`src/dtcru_pkg.sv`:
```
package dtcru_pkg;
	localparam int TW = 16;
	// Register byte offsets
	localparam logic [7:0] OFS_AUX_CTRL = 8'h00;
	localparam logic [7:0] OFS_CORE_CTRL = 8'h04;
	localparam logic [7:0] OFS_AUX_CNT = 8'h08;
	localparam logic [7:0] OFS_CORE_CNT = 8'h0c;
	localparam logic [7:0] OFS_CAPTURE_RELOAD_REG = 8'h10;
	localparam logic [7:0] OFS_CAP_CTRL = 8'h14;
	// Timer control fields
	localparam int F_PSEL = 0;
	localparam int F_MODE = 3;
	localparam int F_RUN = 5;
	localparam int F_DIR = 6;
	localparam int F_EXTDIR = 7;
	localparam int F_GATEPOL = 8;
	localparam int F_AUXCLK = 9;
	localparam int F_RELOAD = 10;
	localparam int F_OUTEN = 11;
	// Capture control fields
	localparam int F_CEDGE = 0;
	localparam int F_CSRC = 2;
	localparam int F_CCLR = 4;
	localparam logic [31:0] CTRL_RST = 32'h0000_0000;
	localparam logic [2:0] PRE_BASE_LOG2 = 3'h2;
	localparam logic [1:0] AXI_OKAY = 2'h0;
	localparam logic [1:0] AXI_SLVERR = 2'h2;
	typedef enum logic [1:0] {
		DTCRU_TIMER,
		DTCRU_GATED,
		DTCRU_COUNTER
	} dtcru_mode_e;
	typedef struct packed {
		logic [TW-1:0] value;
		logic [11:0] ctrl;
	} dtcru_timer_s;
	typedef enum {DTCRU_W_IDLE, DTCRU_W_RESP} dtcru_wst_e;
endpackage : dtcru_pkg

```
`src/dtcru_top.sv`:
```
// Decided for this implementation: the placing of the registers and the AXI4-Lite interface to the registers.
`timescale 1ns/1ps
// Function
// - Auxiliary timer, core timer and one shared capture/reload register.
// - Each timer counts prescaled CPU clock or external input pin events.
// - Three-bit prescale select; 000b divides by 4, each code doubles, to 512.
// - Direction from software bit, optionally inverted by direction pin level (XOR).
// - Core toggle latch inverts on each core overflow or underflow.
// - Toggle latch can clock the auxiliary timer and drive the output pin.
// - Core overflow/underflow events offered as clock to compare-unit timers.
// - With reload enabled, core over/underflow loads the capture/reload value.
// - Selected capture pin transition copies auxiliary timer into capture reg.
// - Optional clear of the auxiliary timer right after each capture.
// - Capture trigger also from peer count input, direction input, or both.
// - Gated timer mode on both timers using the same prescaler set.
// - Gated mode counts prescaled pulses only while gate pin is active.
// - Counter mode advances on both edges of the count input pin, or on toggle latch edges for aux.
module dtcru_top #(
	parameter int PSEL_W = 3 // Prescale select width
) (
	input wire logic aclk, // Clock
	input wire logic aresetn, // Sync reset, low
	input wire logic [7:0] s_axi_awaddr, // Write address
	input wire logic s_axi_awvalid, // Write address valid
	output logic s_axi_awready, // Write address ready
	input wire logic [31:0] s_axi_wdata, // Write data
	input wire logic [3:0] s_axi_wstrb, // Byte enables
	input wire logic s_axi_wvalid, // Write data valid
	output logic s_axi_wready, // Write data ready
	output logic [1:0] s_axi_bresp, // Write response
	output logic s_axi_bvalid, // Write response valid
	input wire logic s_axi_bready, // Response ready
	input wire logic [7:0] s_axi_araddr, // Read address
	input wire logic s_axi_arvalid, // Read address valid
	output logic s_axi_arready, // Read address ready
	output logic [31:0] s_axi_rdata, // Read data
	output logic [1:0] s_axi_rresp, // Read response
	output logic s_axi_rvalid, // Read data valid
	input wire logic s_axi_rready, // Read ready
	input wire logic aux_input_pin, // Aux count/gate input
	input wire logic aux_direction_input_pin, // Aux direction pin
	input wire logic core_input_pin, // Core count/gate input
	input wire logic core_direction_input_pin, // Core direction pin
	input wire logic capture_input_pin, // Capture trigger pin
	input wire logic peer_count_input, // Peer core timer count input
	input wire logic peer_direction_input, // Peer core direction input
	output logic toggle_output_pin, // Toggle latch output
	output logic compare_unit_clk // Core over/underflow pulse
);
	initial begin
		if (PSEL_W != 3) begin
			$error("dtcru_top: prescale select must be 3 bits");
		end
	end

	// Pin synchronisers: stage 1 is read only by stage 2
	logic [6:0] sync1, sync2, sync3;
	logic [6:0] next_sync1, next_sync2, next_sync3;
	logic [6:0] pins;
	assign pins = {peer_direction_input, peer_count_input, capture_input_pin,
		core_direction_input_pin, core_input_pin,
		aux_direction_input_pin, aux_input_pin};
	always_comb begin
		next_sync1 = pins;
		next_sync2 = sync1;
		next_sync3 = sync2;
	end
	always_ff @(posedge aclk) begin
		if (!aresetn) begin
			sync1 <= '0;
			sync2 <= '0;
			sync3 <= '0;
		end else begin
			sync1 <= next_sync1;
			sync2 <= next_sync2;
			sync3 <= next_sync3;
		end
	end
	logic [6:0] rise, fall;
	assign rise = sync2 & ~sync3;
	assign fall = ~sync2 & sync3;

	// Registers
	dtcru_pkg::dtcru_timer_s aux, core, next_aux, next_core;
	logic [15:0] capture_reload_reg, next_capture_reload_reg;
	// Write-side state sits here because the timer logic reads it
	logic aw_held, w_held, next_aw_held, next_w_held;
	logic [7:0] wr_addr, next_wr_addr;
	logic [31:0] wr_data, next_wr_data;
	logic wr_fire, next_bvalid;
	logic [1:0] next_bresp;
	logic [4:0] cap_ctrl, next_cap_ctrl;
	logic toggle_latch, next_toggle_latch;
	logic [8:0] prediv, next_prediv;
	logic comp_clk, next_comp_clk;

	function automatic logic pre_tick(input logic [8:0] div,
		input logic [8:0] nd, input logic [2:0] sel);
		logic [3:0] b;
		b = 4'(sel) + 4'(dtcru_pkg::PRE_BASE_LOG2) - 4'h1;
		pre_tick = div[b] & ~nd[b];
	endfunction : pre_tick

	function automatic logic ctick(input logic [11:0] c, input logic pt,
		input logic pin, input logic prise, input logic pfall,
		input logic alt, input logic alt_en);
		logic gate;
		gate = (pin == c[dtcru_pkg::F_GATEPOL]);
		ctick = 1'b0;
		if (c[dtcru_pkg::F_RUN]) begin
			unique case (c[dtcru_pkg::F_MODE +: 2])
				2'(dtcru_pkg::DTCRU_TIMER): ctick = pt;
				2'(dtcru_pkg::DTCRU_GATED): ctick = pt & gate;
				2'(dtcru_pkg::DTCRU_COUNTER):
					ctick = alt_en ? alt : (prise | pfall);
				default: ctick = 1'b0;
			endcase
		end
	endfunction : ctick

	function automatic logic cdir(input logic [11:0] c, input logic p);
		cdir = c[dtcru_pkg::F_EXTDIR] ? (c[dtcru_pkg::F_DIR] ^ p)
			: c[dtcru_pkg::F_DIR];
	endfunction : cdir

	logic aux_tick, core_tick, core_down, aux_down, core_wrap, cap_ev;
	logic tl_prev, tl_edge;
	logic [1:0] cedge;
	always_comb begin
		next_prediv = prediv + 9'h1;
		tl_edge = toggle_latch ^ tl_prev;
		core_tick = ctick(core.ctrl,
			pre_tick(prediv, next_prediv, core.ctrl[2:0]), sync3[2],
			rise[2], fall[2], 1'b0, 1'b0);
		aux_tick = ctick(aux.ctrl,
			pre_tick(prediv, next_prediv, aux.ctrl[2:0]), sync3[0],
			rise[0], fall[0], tl_edge,
			aux.ctrl[dtcru_pkg::F_AUXCLK]);
		core_down = cdir(core.ctrl, sync3[3]);
		aux_down = cdir(aux.ctrl, sync3[1]);
		core_wrap = core_tick & (core_down ? (core.value == 16'h0000)
			: (core.value == 16'hffff));
		cedge = cap_ctrl[dtcru_pkg::F_CEDGE +: 2];
		cap_ev = 1'b0;
		for (int i = 0; i < 3; i++) begin
			if ((i == 0) || cap_ctrl[dtcru_pkg::F_CSRC + i - 1]) begin
				cap_ev = cap_ev | (cedge[0] & rise[4 + i]) |
					(cedge[1] & fall[4 + i]);
			end
		end
		next_core = core;
		next_aux = aux;
		next_capture_reload_reg = capture_reload_reg;
		next_toggle_latch = toggle_latch ^ core_wrap;
		next_comp_clk = core_wrap;
		if (core_tick) begin
			next_core.value = core_down ? core.value - 16'h1
				: core.value + 16'h1;
		end
		if (core_wrap && core.ctrl[dtcru_pkg::F_RELOAD]) begin
			next_core.value = capture_reload_reg;
		end
		if (aux_tick) begin
			next_aux.value = aux_down ? aux.value - 16'h1
				: aux.value + 16'h1;
		end
		if (cap_ev) begin
			next_capture_reload_reg = aux.value;
			if (cap_ctrl[dtcru_pkg::F_CCLR]) begin
				next_aux.value = '0;
			end
		end
		next_cap_ctrl = cap_ctrl;
		if (wr_fire) begin
			unique case (wr_addr)
				dtcru_pkg::OFS_AUX_CTRL: next_aux.ctrl = wr_data[11:0];
				dtcru_pkg::OFS_CORE_CTRL: next_core.ctrl = wr_data[11:0];
				dtcru_pkg::OFS_AUX_CNT: next_aux.value = wr_data[15:0];
				dtcru_pkg::OFS_CORE_CNT: next_core.value = wr_data[15:0];
				dtcru_pkg::OFS_CAPTURE_RELOAD_REG: next_capture_reload_reg = wr_data[15:0];
				dtcru_pkg::OFS_CAP_CTRL: next_cap_ctrl = wr_data[4:0];
				default: ;
			endcase
		end
	end
	always_ff @(posedge aclk) begin
		if (!aresetn) begin
			aux <= '0;
			core <= '0;
			capture_reload_reg <= '0;
			cap_ctrl <= '0;
			toggle_latch <= 1'b0;
			tl_prev <= 1'b0;
			prediv <= '0;
			comp_clk <= 1'b0;
			toggle_output_pin <= 1'b0;
		end else begin
			aux <= next_aux;
			core <= next_core;
			capture_reload_reg <= next_capture_reload_reg;
			cap_ctrl <= next_cap_ctrl;
			toggle_latch <= next_toggle_latch;
			tl_prev <= toggle_latch;
			prediv <= next_prediv;
			comp_clk <= next_comp_clk;
			toggle_output_pin <= next_toggle_latch &
				next_core.ctrl[dtcru_pkg::F_OUTEN];
		end
	end
	assign compare_unit_clk = comp_clk;

	// AXI4-Lite write: address and data in either order
	always_comb begin
		next_aw_held = aw_held;
		next_w_held = w_held;
		next_wr_addr = wr_addr;
		next_wr_data = wr_data;
		next_bvalid = s_axi_bvalid;
		next_bresp = s_axi_bresp;
		wr_fire = aw_held && w_held && !s_axi_bvalid;
		if (s_axi_awvalid && s_axi_awready) begin
			next_aw_held = 1'b1;
			next_wr_addr = s_axi_awaddr;
		end
		if (s_axi_wvalid && s_axi_wready) begin
			next_w_held = 1'b1;
			next_wr_data = s_axi_wdata;
		end
		if (wr_fire) begin
			next_aw_held = 1'b0;
			next_w_held = 1'b0;
			next_bvalid = 1'b1;
			next_bresp = (wr_addr[1:0] == 2'h0 &&
				wr_addr <= dtcru_pkg::OFS_CAP_CTRL) ?
				dtcru_pkg::AXI_OKAY : dtcru_pkg::AXI_SLVERR;
		end
		if (s_axi_bvalid && s_axi_bready) begin
			next_bvalid = 1'b0;
		end
	end
	always_ff @(posedge aclk) begin
		if (!aresetn) begin
			aw_held <= 1'b0;
			w_held <= 1'b0;
			wr_addr <= '0;
			wr_data <= '0;
			s_axi_bvalid <= 1'b0;
			s_axi_bresp <= dtcru_pkg::AXI_OKAY;
			s_axi_awready <= 1'b0;
			s_axi_wready <= 1'b0;
		end else begin
			aw_held <= next_aw_held;
			w_held <= next_w_held;
			wr_addr <= next_wr_addr;
			wr_data <= next_wr_data;
			s_axi_bvalid <= next_bvalid;
			s_axi_bresp <= next_bresp;
			// Registered readies; low in reset and while an address or data beat is held
			s_axi_awready <= !next_aw_held;
			s_axi_wready <= !next_w_held;
		end
	end

	// AXI4-Lite read: one outstanding, answer one cycle after address
	logic next_rvalid;
	logic [31:0] next_rdata;
	logic [1:0] next_rresp;
	always_comb begin
		next_rvalid = s_axi_rvalid;
		next_rdata = s_axi_rdata;
		next_rresp = s_axi_rresp;
		if (s_axi_arvalid && s_axi_arready) begin
			next_rvalid = 1'b1;
			next_rresp = dtcru_pkg::AXI_OKAY;
			unique case (s_axi_araddr)
				dtcru_pkg::OFS_AUX_CTRL: next_rdata = {20'h0, aux.ctrl};
				dtcru_pkg::OFS_CORE_CTRL: next_rdata = {20'h0, core.ctrl};
				dtcru_pkg::OFS_AUX_CNT: next_rdata = {16'h0, aux.value};
				dtcru_pkg::OFS_CORE_CNT:
					next_rdata = {15'h0, toggle_latch, core.value};
				dtcru_pkg::OFS_CAPTURE_RELOAD_REG: next_rdata = {16'h0, capture_reload_reg};
				dtcru_pkg::OFS_CAP_CTRL: next_rdata = {27'h0, cap_ctrl};
				default: begin
					next_rdata = '0;
					next_rresp = dtcru_pkg::AXI_SLVERR;
				end
			endcase
		end else if (s_axi_rvalid && s_axi_rready) begin
			next_rvalid = 1'b0;
		end
	end
	always_ff @(posedge aclk) begin
		if (!aresetn) begin
			s_axi_rvalid <= 1'b0;
			s_axi_rdata <= '0;
			s_axi_rresp <= dtcru_pkg::AXI_OKAY;
			s_axi_arready <= 1'b0;
		end else begin
			s_axi_rvalid <= next_rvalid;
			s_axi_rdata <= next_rdata;
			s_axi_rresp <= next_rresp;
			s_axi_arready <= !next_rvalid;
		end
	end

	// Checks
	chk_toggle_flip: assert property (
		@(posedge aclk) disable iff (!aresetn)
		core_wrap |=> toggle_latch != $past(toggle_latch))
		else $error("toggle latch did not flip on wrap");
	chk_comp_pulse: assert property (
		@(posedge aclk) disable iff (!aresetn)
		core_wrap |=> compare_unit_clk)
		else $error("compare clock missing after wrap");
	chk_reload_load: assert property (
		@(posedge aclk) disable iff (!aresetn)
		core_wrap && core.ctrl[dtcru_pkg::F_RELOAD] && !wr_fire
		|=> core.value == $past(capture_reload_reg))
		else $error("reload value not loaded");
	chk_capture_copy: assert property (
		@(posedge aclk) disable iff (!aresetn)
		cap_ev && !wr_fire |=> capture_reload_reg == $past(aux.value))
		else $error("capture missed aux value");
	chk_capture_clear: assert property (
		@(posedge aclk) disable iff (!aresetn)
		cap_ev && cap_ctrl[dtcru_pkg::F_CCLR] && !wr_fire
		|=> aux.value == 16'h0000)
		else $error("aux not cleared after capture");
	chk_gate_hold: assert property (
		@(posedge aclk) disable iff (!aresetn)
		core.ctrl[dtcru_pkg::F_MODE +: 2] == 2'h1 && !wr_fire &&
		sync3[2] != core.ctrl[dtcru_pkg::F_GATEPOL]
		|=> core.value == $past(core.value))
		else $error("gated core counted while gate closed");
	chk_div4_rate: assert property (
		@(posedge aclk) disable iff (!aresetn)
		core_tick && core.ctrl[5:0] == 6'h20 |-> !$past(core_tick))
		else $error("divide by 4 ticked too often");
	chk_idle_stop: assert property (
		@(posedge aclk) disable iff (!aresetn)
		!core.ctrl[dtcru_pkg::F_RUN] && !wr_fire && !cap_ev
		|=> core.value == $past(core.value))
		else $error("stopped core timer moved");
endmodule : dtcru_top

```
`config.mk`:
```
export PLATFORM = sky130hd
export DESIGN_NAME = dtcru_top
export DESIGN_NICKNAME = d
export VERILOG_FILES = /design/src/dtcru_pkg.sv /design/src/dtcru_top.sv
export SDC_FILE = /design/constraint.sdc
export NUM_CORES = 1
export LEC_CHECK = 0
export BUFFER_PORTS_ARGS = -buffer_cell sky130_fd_sc_hd__buf_4
export CAP_MARGIN = 10
export CORE_MARGIN = 2
export CORE_UTILIZATION = 30
export CTS_CLUSTER_SIZE = 25
export DETAILED_ROUTE_END_ITERATION = 16
export PLACE_DENSITY_LB_ADDON = 0.25
export SETUP_SLACK_MARGIN = 0.2
export SYNTH_ARGS = -nofsm -noshare
export SYNTH_HDL_FRONTEND = slang
export SYNTH_SLANG_ARGS = --single-unit
```
`constraint.sdc`:
```
create_clock -name aclk -period 3.44 [get_ports aclk]
set_input_delay 0.172 -clock aclk [delete_from_list [all_inputs] [get_ports aclk]]
set_output_delay 0.172 -clock aclk [all_outputs]
set_load 0.05 [all_outputs]
```
==> results_tabular.tex <==
\begin{tabular}{lr}
\hline
Metric & Value \\
\hline
\multicolumn{2}{l}{\textbf{Timing}} \\
Setup clock skew after layout & 0.0134 ns \\
Total negative slack & 0 ns \\
Post-layout worst setup margin & 0.379 ns \\
Number of failing hold endpoints at the final stage & 0 \\
Relative slew slack & 0.511 \\
Worst-margin pin slew & 0.734 ns \\
Post-route clock period utilization & 0.890 \\
Number of failing setup endpoints in the final timing report & 0 \\
Post-route minimum period & 3.06 ns \\
Max Clk Rate & 327 MHz \\
Unrepaired setup endpoints after global routing & false \\
Pins Over Slew Limit & 0 \\
\multicolumn{2}{l}{\textbf{Place}} \\
Port buffer count & 71 \\
Setup slack after placement & 0.282 ns \\
DPL Wire Length & 18500 µm \\
Final Wtd Congestion & 0.839 \\
\multicolumn{2}{l}{\textbf{Worst setup path}} \\
Largest stage delay, worst path & 0.36 ns \\
CP startpoint kind & flip-flop \\
Element type at the critical path end & flip-flop \\
Cell with the largest stage delay on the worst path & sky130\_fd\_sc\_hd\_\_dfxtp\_1 \\
Critical path fanouts, max & 10 \\
Worst setup path category & reg -> reg \\
Crit path cell chain & nand2\_1, xnor2\_4, buf\_4, ha\_1, and2\_1, a22o\_1, a311o\_1, a21o\_1, a21oi\_1, xnor2\_1, a211oi\_1, nor4\_1 \\
Critical path data arrival time & 3.39 ns \\
Required time of the critical path & 3.77 ns \\
\multicolumn{2}{l}{\textbf{Route}} \\
Final wirelength & 25800 µm \\
Via count of the routed design & 7630 \\
Violation count after the first detailed-route iteration & 476 \\
Detailed-router iteration count before antenna repair & 5 \\
Antenna Nets Post-Route & 0 \\
Post-detailed-route via-to-cell ratio & 5.07 \\
Average routed wire per standard cell & 17.1 µm \\
Detailed-route DRC error count & 0 \\
\multicolumn{2}{l}{\textbf{Finish}} \\
Total Nets Final & 1214 \\
Area added between synthesis and finish & 20.2\% \\
Number of filler cells placed in the layout & 2834 \\
Area taken by flip-flops and latches & 3220 µm² \\
Share of post-route cells with drive strength above 1 & 0.124 \\
Registers with the most flip-flops & aux (28), core (28), s\_axi\_rdata (17) \\
Commonest non-fill, non-tap cell in the layout & sky130\_fd\_sc\_hd\_\_dfxtp\_1 \\
Top library cells by usage in the layout, fill and taps aside & sky130\_fd\_sc\_hd\_\_dfxtp\_1 (161), sky130\_fd\_sc\_hd\_\_nand2\_1 (160), sky130\_fd\_sc\_hd\_\_a21oi\_1 (125), sky130\_fd\_sc\_hd\_\_buf\_4 (89), sky130\_fd\_sc\_hd\_\_nor2\_1 (87) \\
Multi-input gate area in the final layout & 4940 µm² \\
Antenna Cells & 0 \\
\multicolumn{2}{l}{\textbf{Clock tree}} \\
Number of clock sinks & 161 \\
Register clock-pin slew on the reported worst setup and hold paths & 0.07 ns \\
Clock tree from TritonCTS & yes \\
Library cell used as clock root buffer & sky130\_fd\_sc\_hd\_\_clkbuf\_16 \\
Clock Latency Late Sink & 0.43 ns \\
Number of buffers inserted by post-CTS setup repair & 0 \\
Max Root-Sink Buffers & 2 \\
Total CTS buffers & 17 \\
CTS H-Tree Depth & 4 \\
\multicolumn{2}{l}{\textbf{Die}} \\
I/O pin count & 109 \\
Chip width & 172 µm \\
Floorplan die area & 29700 µm² \\
Starting density of the core & 0.305 \\
Number of rows created at floorplan & 61 \\
Overall die height & 172 µm \\
Area of the core & 27900 µm² \\
\multicolumn{2}{l}{\textbf{Yosys}} \\
Synth warn & 0 \\
Part of the Yosys area used for sequential elements & 0.379 \\
Most instantiated flip-flop cell in the synthesis netlist & sky130\_fd\_sc\_hd\_\_dfxtp\_1 \\
Seq cells post-synth & 161 \\
Dominant combinational cell family by area after synthesis & simple AND/OR/NAND/NOR gates \\
Number of synthesized flops with an enable pin & 0 \\
Post-synthesis share of cell area spent on full adders, half adders and majority gates & 0.0503 \\
Simple-gate portion of the synthesized area & 0.215 \\
Share of the synthesized area in compound gates (AO/OA/AOI/OAI) & 0.200 \\
Mapped cell area & 8500 µm² \\
Number of distinct library cells after synthesis & 65 \\
Syn\_area\_per\_cell & 8.17 µm² \\
Mux contribution to synthesized area & 0.0588 \\
Share of synthesized flip-flops with an asynchronous set or reset & 0 \\
Share of the synthesized netlist area taken by xor and xnor gates & 0.0463 \\
Number of standard cells after synthesis & 1041 \\
\multicolumn{2}{l}{\textbf{Pwr}} \\
Internal power & 0.00308 W \\
Power spent charging and discharging nets & 0.00115 W \\
Proportion of power drawn by the clock network & 0.470 \\
Power share of the sequential group & 0.462 \\
Max IR drop VDD & 0.269 mV \\
Power share of the combinational group & 0.067 \\
Standby leakage power & 3.98 nW \\
Switching Share & 0.271 \\
Power Total & 0.00422 W \\
Power per Cell Area & 413 nW/µm² \\
\multicolumn{2}{l}{\textbf{GRT}} \\
Largest net degree at the start of global routing & 92 \\
Antenna violations before repair & 0 \\
Combined global-route utilization of all metal layers & 0.176 \\
Vias in the first global route & 7064 \\
Global-route wire length before repair & 40200 µm \\
Aggregate global routing overflow & 0 \\
\multicolumn{2}{l}{\textbf{Flow run}} \\
Max Cap Viol & 0 \\
\multicolumn{2}{l}{\textbf{Outcome}} \\
Run status & complete, no violations \\
\multicolumn{2}{l}{\textbf{Worst hold path}} \\
Min-Delay Path Class & in -> reg \\
\hline
\end{tabular}
-- cell families after synthesis --
group,Yosys count
simple gates,386
compound gates,275
flops,161
buf+inv,90
mux,50
xor+xnor,45
fa+ha+maj,33
other cells,1
-- cells in the mapped netlist, types with 8 or more instances --
cell type / number / share of area
sky130_fd_sc_hd__a211oi_1: 20 / 0.018
sky130_fd_sc_hd__a21o_1: 8 / 0.0071
sky130_fd_sc_hd__a21oi_1: 126 / 0.074
sky130_fd_sc_hd__a221oi_1: 12 / 0.012
sky130_fd_sc_hd__a22oi_1: 12 / 0.011
sky130_fd_sc_hd__and2_1: 30 / 0.022
sky130_fd_sc_hd__buf_4: 18 / 0.016
sky130_fd_sc_hd__clkbuf_1: 45 / 0.020
sky130_fd_sc_hd__dfxtp_1: 161 / 0.38
sky130_fd_sc_hd__ha_1: 31 / 0.046
sky130_fd_sc_hd__inv_1: 19 / 0.0084
sky130_fd_sc_hd__mux2i_1: 50 / 0.059
sky130_fd_sc_hd__nand2_1: 160 / 0.071
sky130_fd_sc_hd__nand3_1: 28 / 0.016
sky130_fd_sc_hd__nor2_1: 87 / 0.038
sky130_fd_sc_hd__nor3_1: 12 / 0.0071
sky130_fd_sc_hd__nor4_1: 10 / 0.0074
sky130_fd_sc_hd__o211ai_1: 12 / 0.011
sky130_fd_sc_hd__o21ai_0: 35 / 0.021
sky130_fd_sc_hd__o21ai_1: 12 / 0.0071
sky130_fd_sc_hd__xnor2_1: 31 / 0.032
sky130_fd_sc_hd__xor2_1: 14 / 0.014
-- area by class of cell --
class,count,share of cell area
timing repair buffer,110,0.0869
clock inverter,14,0.0178
tap,378,0.0463
clock buffer,18,0.0430
inverter,19,0.00710
sequential,161,0.315
multi-input combinational,806,0.484
-- per-stage QoR --
step | std cells | area (µm²) | util | hold slack (ns)
after floorplan | 1057 | 8570 | - | 0.299
after global placement | 1454 | 9390 | 0.337 | 0.382
after detailed placement | 1454 | 9390 | 0.337 | 0.382
after CTS | 1506 | 10200 | 0.366 | 0.00142
after global routing | 1506 | 10200 | 0.367 | 0.00721
final | 1506 | 10200 | 0.367 | 0.00198
-- worst max-delay path: cells and delay by family (launching register included) --
family                   cells  cell delay [ns]
XOR/XNOR                     2             0.45
AND/OR/NAND/NOR              3             0.61
flip-flops                   1             0.36
adder cells (fa/ha/maj)      1             0.29
buffers and inverters        1             0.25
AO/OA/AOI/OAI                5             0.99
-- layer usage --
| metal | GRT usage | share of wire | up-vias |
|---|---|---|---|
| met5 | 0 | 0 | - |
| met4 | 0.0486 | 0.018 | 0 |
| met3 | 0.0256 | 0.050 | 19 |
| met2 | 0.277 | 0.45 | 204 |
| met1 | 0.250 | 0.49 | 3597 |
| li1 | - | - | 3810 |
-- path summary, 6_finish.rpt --
kind / start / end / slack, ns / cells after the start
max reg2reg: core[7] / core[24] / 0.38 / 12
min: s_axi_wdata[11] / wr_data[11] / 0.002 / 3
max: core[7] / core[24] / 0.38 / 12
min reg2reg: next_sync2[0] / next_sync3[0] / 0.43 / 1
-- power groups by stage --
| stage | combinational [W] | clock, W | sequential, W |
|---|---|---|---|
| finish | 0.000284 | 0.00199 | 0.00195 |
| global route | 0.000312 | 0.00211 | 0.00196 |
| CTS | 0.000286 | 0.00202 | 0.00195 |
| detailed placement | 0.000268 | 0 | 0.00200 |
| global placement | 0.000267 | 0 | 0.00200 |
| floorplan | 0.000169 | 0 | 0.00200 |
-- what timing repair did --
action	in CTS	in global routing
resized for setup	0	1
hold buffers	20	0
setup endpoints to repair	0	2
hold endpoints to repair	20	0
No activity file was read; power rests on OpenSTA's default activity.
